<file path="config.mk">
export PLATFORM = sky130hd
export DESIGN_NAME = dtc_timer_top
export DESIGN_NICKNAME = d
export VERILOG_FILES = /design/src/dtc_timer_top.v /design/src/dtc_prescaler.v
export VERILOG_INCLUDE_DIRS = /design/src /design/src/src
export SDC_FILE = /design/constraint.sdc
export NUM_CORES = 1
export LEC_CHECK = 0
export BUFFER_PORTS_ARGS = -buffer_cell sky130_fd_sc_hd__buf_2
export CAP_MARGIN = 20
export CORE_MARGIN = 5
export CORE_UTILIZATION = 57
export CTS_CLUSTER_DIAMETER = 150
export DETAILED_ROUTE_END_ITERATION = 16
export PLACE_DENSITY_LB_ADDON = 0.1
export RECOVER_POWER = 25
export SLEW_MARGIN = 20
export SYNTH_ARGS = -nofsm -noshare
export SYNTH_HDL_FRONTEND = slang
export SYNTH_SLANG_ARGS = --single-unit
</file>
<file path="constraint.sdc">
create_clock -name i_clk -period 4.9 [get_ports i_clk]
set_clock_uncertainty 0.2 [all_clocks]
set_input_delay 0.98 -clock i_clk [delete_from_list [all_inputs] [get_ports i_clk]]
set_output_delay 0.98 -clock i_clk [all_outputs]
set_load 0.02 [all_outputs]
</file>
<file path="src/dtc_defs.vh">
// Constants for the dual timer/counter block: register map, field positions, reset values, timing.
// Assumes an APB slave with 32-bit data and byte addresses, one register per aligned word.
`ifndef DTC_DEFS_VH
`define DTC_DEFS_VH

// Register byte addresses.
`define DTC_ADDR_T1_COUNT     8'h20
`define DTC_ADDR_T0_CONTROL   8'h24
`define DTC_ADDR_T0_COUNT     8'h28
`define DTC_ADDR_SPECIAL_FUNC 8'h2c
`define DTC_ADDR_T1_CONTROL   8'h30
`define DTC_ADDR_COMPARE_A    8'h38
`define DTC_ADDR_PWM_TOP      8'h3c
`define DTC_ADDR_FLAGS        8'h40
`define DTC_ADDR_PORT         8'h44

// Special function control fields.
`define DTC_SF_T0_PSC_RESET   0
`define DTC_SF_T1_PSC_RESET   1
`define DTC_SF_FORCE_CMP_A    2

// Timer one control fields.
`define DTC_T1_CLEAR_ON_MATCH 7
`define DTC_T1_PWM_ENABLE     6
`define DTC_T1_COM_HI         5
`define DTC_T1_COM_LO         4
`define DTC_T1_CS_MSB         3

// Timer zero control field.
`define DTC_T0_CS_MSB         2

// Flag register fields, cleared by writing one.
`define DTC_FLAG_T0_OVF       0
`define DTC_FLAG_T1_OVF       1
`define DTC_FLAG_T1_CMP_A     2

// Port register fields for the compare pin.
`define DTC_PORT_DIR          0
`define DTC_PORT_LEVEL        1

// Reset values.
`define DTC_RST_SPECIAL_FUNC  8'h00
`define DTC_RST_T1_CONTROL    8'h00
`define DTC_RST_T0_CONTROL    8'h00
`define DTC_RST_BYTE          8'h00

// Fast peripheral ticks per system tick and prescaler width.
`define DTC_FAST_PER_SYS      16
`define DTC_PSC_BITS          10

`endif

</file>
<file path="src/dtc_timer_top.v">
// Two 8-bit timer/counters with separate prescalers, compare output and PWM, behind an APB slave.
// Assumes i_clk is the fast peripheral tick; the system tick is every sixteenth edge of it.
//
// Overview of operation
// - Timer zero select: stop, tick, prescaled, pin edges.
// - Pin edges count even when pin drives.
// - Count pin synchronised; one tick between transitions.
// - Each timer owns a separate ten-bit prescaler.
// - Timer zero prescaler reset bit self-clears.
// - Timer one prescaler reset bit self-clears.
// - Force compare acts without flag or clear.
// - Force compare ignored in PWM mode.
// - Written timer zero count resumes next tick.
// - Timer one count write lands one tick later.
// - Clear-on-match zeroes timer one after match; here in normal mode only, PWM mode ignores it.
// - PWM enable bit selects PWM mode.
// - Normal mode pin: off, toggle, low, high.
// - Pin driven only when direction is output.
// - Timer one select: fast taps, tick, prescaled.
// - Fast tick is sixteen times system tick.
// - Normal mode compares against value A only.
// - PWM counts zero to top value, restarts.
// - PWM zero constant; one gives two ticks.
// - Reserved control bits read zero.
// - Compare flag follows match; writes never match.
// - PWM compare writes held until top.
// - PWM pin cleared or set on match.
//
// Chosen here: the APB register port.
`include "dtc_defs.vh"

module dtc_timer_top (
  input  wire        i_clk,
  input  wire        i_rst_b,
  input  wire        i_psel,
  input  wire        i_penable,
  input  wire        i_pwrite,
  input  wire [7:0]  i_paddr,
  input  wire [31:0] i_pwdata,
  output reg  [31:0] o_prdata,
  output wire        o_pready,
  output reg         o_pslverr,
  input  wire        i_ext_count_pin,
  output reg         o_compare_pin_out,
  output reg         o_compare_pin_oe_b,
  output wire [7:0]  o_timer_zero_count,
  output wire [7:0]  o_timer_one_count
);

  localparam integer FAST_LAST_I = `DTC_FAST_PER_SYS - 1;
  localparam [3:0]   FAST_LAST   = FAST_LAST_I[3:0];

  function addr_is;
    input [7:0] addr;
    input [7:0] offs;
    begin
      addr_is = (addr == offs);
    end
  endfunction

  // Reset release through two flops.
  reg rst_meta_q;
  reg rst_sync_q;
  wire rst_b;

  always @(posedge i_clk or negedge i_rst_b) begin
    if (!i_rst_b) begin
      rst_meta_q <= 1'b0;
      rst_sync_q <= 1'b0;
    end else begin
      rst_meta_q <= 1'b1;
      rst_sync_q <= rst_meta_q;
    end
  end
  assign rst_b = rst_sync_q;

  // System tick derived from the fast tick.
  reg  [3:0] fast_div_q;
  wire       sys_tick;

  always @(posedge i_clk or negedge rst_b) begin
    if (!rst_b) begin
      fast_div_q <= 4'h0;
    end else begin
      fast_div_q <= fast_div_q + 4'h1;
    end
  end
  assign sys_tick = (fast_div_q == FAST_LAST);

  // External count pin: two flops, then an edge detector on the second.
  reg ext_meta_q;
  reg ext_sync_q;
  reg ext_prev_q;

  always @(posedge i_clk or negedge rst_b) begin
    if (!rst_b) begin
      ext_meta_q <= 1'b0;
      ext_sync_q <= 1'b0;
      ext_prev_q <= 1'b0;
    end else begin
      ext_meta_q <= i_ext_count_pin;
      ext_sync_q <= ext_meta_q;
      ext_prev_q <= ext_sync_q;
    end
  end

  // The pin is read from its input buffer, so a driven pin still counts.
  wire ext_rise = ext_sync_q & ~ext_prev_q;
  wire ext_fall = ~ext_sync_q & ext_prev_q;

  // Bus decode.
  wire wr_en = i_psel & i_penable & i_pwrite;
  wire setup = i_psel & ~i_penable;

  // Registers.
  reg [2:0] t0_cs_q;
  reg [7:0] t0_cnt_q;
  reg [7:0] t1_ctrl_q;
  reg [7:0] t1_cnt_q;
  reg [7:0] cmp_hold_q;
  reg [7:0] cmp_act_q;
  reg [7:0] pwm_top_q;
  reg [2:0] flags_q;
  reg [1:0] port_q;
  reg       t1_load_pend_q;
  reg [7:0] t1_load_val_q;
  reg       match_q;
  reg       oc_level_q;

  wire       clear_on_match = t1_ctrl_q[`DTC_T1_CLEAR_ON_MATCH];
  wire       pwm_mode       = t1_ctrl_q[`DTC_T1_PWM_ENABLE];
  wire [1:0] com            = t1_ctrl_q[`DTC_T1_COM_HI:`DTC_T1_COM_LO];
  wire [3:0] t1_cs          = t1_ctrl_q[`DTC_T1_CS_MSB:0];

  wire wr_sf     = wr_en & addr_is(i_paddr, `DTC_ADDR_SPECIAL_FUNC);
  wire psc0_clr  = wr_sf & i_pwdata[`DTC_SF_T0_PSC_RESET];
  wire psc1_clr  = wr_sf & i_pwdata[`DTC_SF_T1_PSC_RESET];
  wire force_cmp = wr_sf & i_pwdata[`DTC_SF_FORCE_CMP_A] & ~pwm_mode;
  wire wr_t0cnt  = wr_en & addr_is(i_paddr, `DTC_ADDR_T0_COUNT);
  wire wr_t1cnt  = wr_en & addr_is(i_paddr, `DTC_ADDR_T1_COUNT);
  wire wr_cmp    = wr_en & addr_is(i_paddr, `DTC_ADDR_COMPARE_A);
  wire wr_flags  = wr_en & addr_is(i_paddr, `DTC_ADDR_FLAGS);

  // Separate prescalers, both fed by the system tick.
  wire [`DTC_PSC_BITS:0] psc0_tap;
  wire [`DTC_PSC_BITS:0] psc1_tap;

  dtc_prescaler #(.W(`DTC_PSC_BITS)) u_psc0 (
    .i_clk   (i_clk),
    .i_rst_b (rst_b),
    .i_inc   (sys_tick),
    .i_clr   (psc0_clr),
    .o_tap   (psc0_tap)
  );

  dtc_prescaler #(.W(`DTC_PSC_BITS)) u_psc1 (
    .i_clk   (i_clk),
    .i_rst_b (rst_b),
    .i_inc   (sys_tick),
    .i_clr   (psc1_clr),
    .o_tap   (psc1_tap)
  );

  // Timer zero tick selection.
  reg t0_tick;
  always @* begin
    case (t0_cs_q)
      3'h1:    t0_tick = sys_tick;
      3'h2:    t0_tick = psc0_tap[3];
      3'h3:    t0_tick = psc0_tap[6];
      3'h4:    t0_tick = psc0_tap[8];
      3'h5:    t0_tick = psc0_tap[10];
      3'h6:    t0_tick = ext_fall;
      3'h7:    t0_tick = ext_rise;
      default: t0_tick = 1'b0;
    endcase
  end

  // Timer one tick selection; the fast taps cannot be reset, they share the system tick divider.
  reg t1_tick;
  always @* begin
    case (t1_cs)
      4'h0:    t1_tick = 1'b0;
      4'h1:    t1_tick = 1'b1;
      4'h2:    t1_tick = fast_div_q[0];
      4'h3:    t1_tick = &fast_div_q[1:0];
      4'h4:    t1_tick = &fast_div_q[2:0];
      4'h5:    t1_tick = sys_tick;
      default: t1_tick = psc1_tap[t1_cs - 4'h5];
    endcase
  end

  // Timer zero counter; a write takes the cycle, the next selected tick counts on.
  always @(posedge i_clk or negedge rst_b) begin
    if (!rst_b) begin
      t0_cnt_q <= `DTC_RST_BYTE;
    end else if (wr_t0cnt) begin
      t0_cnt_q <= i_pwdata[7:0];
    end else if (t0_tick) begin
      t0_cnt_q <= t0_cnt_q + 8'h01;
    end
  end

  // Timer one next count when a tick comes.
  wire       t1_at_top = pwm_mode & (t1_cnt_q == pwm_top_q);
  wire [7:0] t1_next   = t1_at_top ? 8'h00 : t1_cnt_q + 8'h01;
  wire       t1_wrap   = t1_tick & (t1_at_top | (~pwm_mode & (t1_cnt_q == 8'hff)));
  // Only counting can reach the compare value; loads never raise a match.
  wire       t1_match  = t1_tick & ~t1_load_pend_q & (t1_next == cmp_act_q);

  always @(posedge i_clk or negedge rst_b) begin
    if (!rst_b) begin
      t1_cnt_q       <= `DTC_RST_BYTE;
      t1_load_pend_q <= 1'b0;
      t1_load_val_q  <= `DTC_RST_BYTE;
      match_q        <= 1'b0;
    end else begin
      match_q <= t1_match;
      if (wr_t1cnt) begin
        t1_load_pend_q <= 1'b1;
        t1_load_val_q  <= i_pwdata[7:0];
      end else if (sys_tick) begin
        t1_load_pend_q <= 1'b0;
      end
      if (t1_load_pend_q & sys_tick) begin
        t1_cnt_q <= t1_load_val_q;
      end else if (match_q & clear_on_match & ~pwm_mode) begin
        t1_cnt_q <= 8'h00;
      end else if (t1_tick) begin
        t1_cnt_q <= t1_next;
      end
    end
  end

  // Compare value A: holding copy for reads, active copy for compares.
  always @(posedge i_clk or negedge rst_b) begin
    if (!rst_b) begin
      cmp_hold_q <= `DTC_RST_BYTE;
      cmp_act_q  <= `DTC_RST_BYTE;
    end else begin
      if (wr_cmp) begin
        cmp_hold_q <= i_pwdata[7:0];
      end
      if (wr_cmp & ~pwm_mode) begin
        cmp_act_q <= i_pwdata[7:0];
      end else if (pwm_mode & t1_tick & t1_at_top) begin
        cmp_act_q <= cmp_hold_q;
      end
    end
  end

  // Compare pin level.
  wire pwm_low_const  = (cmp_act_q == 8'h00);
  wire pwm_high_const = (cmp_act_q == pwm_top_q);
  reg  oc_level_d;

  always @* begin
    oc_level_d = oc_level_q;
    if (pwm_mode) begin
      if (com[1]) begin
        if (pwm_low_const) begin
          oc_level_d = com[0];
        end else if (pwm_high_const) begin
          oc_level_d = ~com[0];
        end else if (t1_tick & t1_at_top) begin
          oc_level_d = ~com[0];
        end else if (t1_tick & (t1_cnt_q == cmp_act_q)) begin
          oc_level_d = com[0];
        end
      end
    end else if (match_q | force_cmp) begin
      case (com)
        2'h1:    oc_level_d = ~oc_level_q;
        2'h2:    oc_level_d = 1'b0;
        2'h3:    oc_level_d = 1'b1;
        default: oc_level_d = oc_level_q;
      endcase
    end
  end

  always @(posedge i_clk or negedge rst_b) begin
    if (!rst_b) begin
      oc_level_q <= 1'b0;
    end else begin
      oc_level_q <= oc_level_d;
    end
  end

  wire timer_owns_pin = pwm_mode ? com[1] : (com != 2'h0);

  always @(posedge i_clk or negedge rst_b) begin
    if (!rst_b) begin
      o_compare_pin_out  <= 1'b0;
      o_compare_pin_oe_b <= 1'b1;
    end else begin
      o_compare_pin_oe_b <= ~port_q[`DTC_PORT_DIR];
      o_compare_pin_out  <= timer_owns_pin ? oc_level_q : port_q[`DTC_PORT_LEVEL];
    end
  end

  // Control, flags and port registers. Hardware setting a flag wins over a clear in the same cycle.
  always @(posedge i_clk or negedge rst_b) begin
    if (!rst_b) begin
      t0_cs_q   <= 3'h0;
      t1_ctrl_q <= `DTC_RST_T1_CONTROL;
      pwm_top_q <= `DTC_RST_BYTE;
      port_q    <= 2'h0;
      flags_q   <= 3'h0;
    end else begin
      if (wr_en & addr_is(i_paddr, `DTC_ADDR_T0_CONTROL)) begin
        t0_cs_q <= i_pwdata[`DTC_T0_CS_MSB:0];
      end
      if (wr_en & addr_is(i_paddr, `DTC_ADDR_T1_CONTROL)) begin
        t1_ctrl_q <= i_pwdata[7:0];
      end
      if (wr_en & addr_is(i_paddr, `DTC_ADDR_PWM_TOP)) begin
        pwm_top_q <= i_pwdata[7:0];
      end
      if (wr_en & addr_is(i_paddr, `DTC_ADDR_PORT)) begin
        port_q <= i_pwdata[1:0];
      end
      flags_q[`DTC_FLAG_T0_OVF] <= (t0_tick & (t0_cnt_q == 8'hff) & ~wr_t0cnt) |
                                   (flags_q[`DTC_FLAG_T0_OVF] & ~(wr_flags & i_pwdata[`DTC_FLAG_T0_OVF]));
      flags_q[`DTC_FLAG_T1_OVF] <= t1_wrap |
                                   (flags_q[`DTC_FLAG_T1_OVF] & ~(wr_flags & i_pwdata[`DTC_FLAG_T1_OVF]));
      flags_q[`DTC_FLAG_T1_CMP_A] <= match_q |
                                     (flags_q[`DTC_FLAG_T1_CMP_A] & ~(wr_flags & i_pwdata[`DTC_FLAG_T1_CMP_A]));
    end
  end

  // Read mux, captured in the setup phase so the access phase returns registered data.
  reg [7:0] rd_byte;
  reg       rd_hit;

  always @* begin
    rd_hit  = 1'b1;
    rd_byte = 8'h00;
    case (i_paddr)
      `DTC_ADDR_T1_COUNT:     rd_byte = t1_cnt_q;
      `DTC_ADDR_T0_CONTROL:   rd_byte = {5'h00, t0_cs_q};
      `DTC_ADDR_T0_COUNT:     rd_byte = t0_cnt_q;
      `DTC_ADDR_SPECIAL_FUNC: rd_byte = `DTC_RST_SPECIAL_FUNC;
      `DTC_ADDR_T1_CONTROL:   rd_byte = t1_ctrl_q;
      `DTC_ADDR_COMPARE_A:    rd_byte = cmp_hold_q;
      `DTC_ADDR_PWM_TOP:      rd_byte = pwm_top_q;
      `DTC_ADDR_FLAGS:        rd_byte = {5'h00, flags_q};
      `DTC_ADDR_PORT:         rd_byte = {6'h00, port_q};
      default:                rd_hit  = 1'b0;
    endcase
  end

  always @(posedge i_clk or negedge rst_b) begin
    if (!rst_b) begin
      o_prdata  <= 32'h0000_0000;
      o_pslverr <= 1'b0;
    end else if (setup) begin
      o_prdata  <= i_pwrite ? 32'h0000_0000 : {24'h00_0000, rd_byte};
      o_pslverr <= ~rd_hit;
    end
  end

  // Every access completes in its first access cycle.
  assign o_pready           = 1'b1;
  assign o_timer_zero_count = t0_cnt_q;
  assign o_timer_one_count  = t1_cnt_q;

endmodule

</file>
<file path="src/dtc_prescaler.v">
// Ten-bit ripple-free prescaler that turns an input tick into divided tick pulses.
// Assumes i_rst_b is already synchronised to i_clk; o_tap[k] pulses once per 2**k input ticks.
module dtc_prescaler #(
  parameter W = 10
) (
  input  wire         i_clk,
  input  wire         i_rst_b,
  input  wire         i_inc,
  input  wire         i_clr,
  output wire [W:0]   o_tap
);

  reg  [W-1:0] cnt_q;
  wire [W-1:0] cnt_d;

  // A clear wins over a pending tick so the divided phase restarts cleanly.
  assign cnt_d = i_clr ? {W{1'b0}} : (i_inc ? cnt_q + 1'b1 : cnt_q);

  always @(posedge i_clk or negedge i_rst_b) begin
    if (!i_rst_b) begin
      cnt_q <= {W{1'b0}};
    end else begin
      cnt_q <= cnt_d;
    end
  end

  assign o_tap[0] = i_inc & ~i_clr;

  genvar k;
  generate
    for (k = 1; k <= W; k = k + 1) begin : g_tap
      assign o_tap[k] = i_inc & ~i_clr & (&cnt_q[k-1:0]);
    end
  endgenerate

endmodule

</file>
==> results.md <==
* Starting density of the core at 57.9%
* Total vias in the final route at 5001
* Final Worst Setup Slack at 1.35 ns
* CTS root buf: clkbuf_8
* Die W at 115 um
* Startpoint Class: register
* Setup Buffers After CTS at 0
* Core ar. at 10800 um2
* Synth top area cells: dfrtp_1, mux2_2, nand2_1
* Initial DRC count at 478
* Power per cell area at 294 nW/um2
* Vias in the first global route at 4968
* Clock Path Buffers at 2
* First-pass GRT wire length at 25.7 mm
* Total of warnings raised by yosys at 0
* Reg2reg path depth at 1
* Net count, final at 728
* Tot Pwr at 1.95 mW
* Layout cells sized above 1 at 16.6%
* Row cnt at 38
* Clk sinks at 107
* DRC Markers at 0
* I/O Buffers at 48
* Mapped Area at 6280 um2
* EDFF count, synth at 0
* Synth Register Bits at 107
* CP max-delay cell: clkbuf_1
* GP Congestion at 0.906
* Min Tclk post-route at 3.55 ns
* Distinct cells, synth at 70
* Initial antenna violation count at 0
* Synthesis-to-layout area growth at 5.48%
* CTS Hold Bufs at 0
* Pre-CTS WS at 1.13 ns
* Grt ovf at 0
* Cts repair resizes at 0
* Ys async rst share at 100%
* Commonest cells in the netlist: dfrtp_1, nand2_1, mux2_2, nor2_1
* Pin count of the biggest net entering global routing at 75
* CP Max Fanout at 40
* TritonCTS Buffers at 9
* Cells after synthesis at 641
* WS Path Type: reg2async
* CP cell instances: clkbuf_1
* DP Cell Count at 796
* Top_reg_cell synth: dfrtp_1
* Slew Viols, Final at 41
* Critical path buffer and inverter count at 1
* Setup-failing EPs final at 0
* Violated checks: max-capacitance violations, max-slew violations
* Mean Syn Cell Area at 9.80 um2
* Pleak at 3.17 nW
* Crit end category: async pin
* Setup_tns at 0 ns
* CP delay by family, top: buffers and inverters
* H-tree depth at 3
* Area share of the leading cell type in the synthesized netlist at 42.2%
* Seq/Total Area, Yosys at 42.7%
* Worst R2R End: flags_q[2]
* Via density at 6.15
* Max-cap violations at 1
* Clock transition at path regs at 0.10 ns
* RSZ-0062 raised after global routing: no
* Fmax at 0.282 GHz
* I/O pins at 98
* Hold Path Class: in2async
* Post-route ant nets at 0
* Worst EP required at 4.75 ns
* GRT Overall Usage at 24.7%
* Fin crit share at 72.5%
* Pin slew with the least headroom to its limit at 2.22 ns
* Most frequent cell after synthesis: dfrtp_1
* Slew HR at -48.0%
* Detailed-router iteration count before antenna repair at 6
* Status: finished with violations
* Critical Path AT at 3.40 ns
* Worst-skew pair later-pin latency at 0.38 ns
* Routed len/inst at 19.5 um
* R2r setup slk at 1.35 ns
* CTS tree: done
* FF-to-FF Start: rst_b
* Dpl hpwl at 11.4 mm
* Non-Filler Instances at 813
* Area of the die at 13200 um2
* Die Ht at 115 um
* Final cell utilization of the core at 61.1%
* Biggest area consumer among synthesized cells: dfrtp_1
* VDD IR max at 0.257 mV
* Routed wire length at 15.8 mm
* ANT cells at 0
* Slowest Stage Delay on Critical Path at 1.66 ns
* Fin. Hold Viols at 0
report_power, final:
| group | switching, mW | internal [mW] | leakage (nW) |
|---|---|---|---|
| Clock | 0.296 | 0.238 | 0.0849 |
| Combinational | 0.216 | 0.173 | 1.68 |
| Sequential | 0.108 | 0.916 | 1.40 |
cell usage in the layout (no fill, tap or decap), types with 7 or more instances in the layout:
master	instances
buf_2	47
xor2_1	24
clkbuf_1	7
mux2i_1	11
conb_1	26
and2_1	7
nor2_1	38
and3_1	19
xnor2_1	30
ha_1	14
a21oi_1	18
nand3_1	16
nand2_1	85
o21ai_0	30
dfrtp_1	106
nand4_1	15
clkbuf_8	9
a22oi_1	14
mux2_2	38
nor3_1	7
inv_1	12
metrics by stage:
step / hold slack, ns / cell area (um2)
3_3_place_gp: 0.136 / 6440
5_1_grt: 0.155 / 6620
4_1_cts: 0.148 / 6630
3_5_place_dp: 0.139 / 6440
2_1_floorplan: 0.131 / 6370
6_report: 0.162 / 6620
per-layer routing:
layer	vias to the layer above	track usage, %	wire length [um]
met1	2499	35.1	7230
met5	-	0	0
met2	168	38.0	7250
li1	2304	-	-
met4	0	9.39	429
met3	30	4.32	925
worst max-delay path by stage:
stage / slack, ns / start / cells after the start / end
finish: 1.35 / rst_b / 1 / flags_q[2]
global route: 0.67 / rst_b / 1 / cmp_hold_q[2]
CTS: 1.50 / i_paddr[7] / 6 / cmp_act_q[6]
detailed placement: 1.13 / i_paddr[1] / 8 / o_timer_one_count[3]
global placement: 1.21 / i_paddr[1] / 8 / oc_level_q
floorplan: 1.50 / rst_b / 0 / cmp_act_q[0]
cell type report:
| type | count | area (um2) |
|---|---|---|
| clock buffer | 14 | 143 |
| sequential | 107 | 2680 |
| multi-input combinational | 486 | 3280 |
| timing repair buffer | 52 | 265 |
| fill | 982 | 4220 |
| clock inverter | 2 | 37.5 |
| inverter | 12 | 45.0 |
| tap | 140 | 175 |
registers in the layout, summed over array words and instances (netlist names), 2 cells and up:
name	count
u_psc0.cnt_q	10
u_psc1.cnt_q	10
cmp_act_q	8
cmp_hold_q	8
o_prdata	8
o_timer_one_count	8
o_timer_zero_count	8
pwm_top_q	8
t1_ctrl_q	8
t1_load_val_q	8
fast_div_q	4
flags_q	3
t0_cs_q	3
port_q	2
kinds of logic (layout without fill, tap and decap cells):
kind of cell | count (synthesis) | count (layout) | synth area share, %
simple gates | 216 | 216 | 16.9
compound gates | 124 | 124 | 14.1
flops | 107 | 107 | 42.7
buf+inv | 72 | 80 | 6.55
xor+xnor | 57 | 57 | 8.31
mux | 49 | 49 | 8.57
fa+ha+maj | 14 | 14 | 2.79
other cells | 2 | 26 | 0.120
Note: power is estimated with default switching activity, not from simulation.
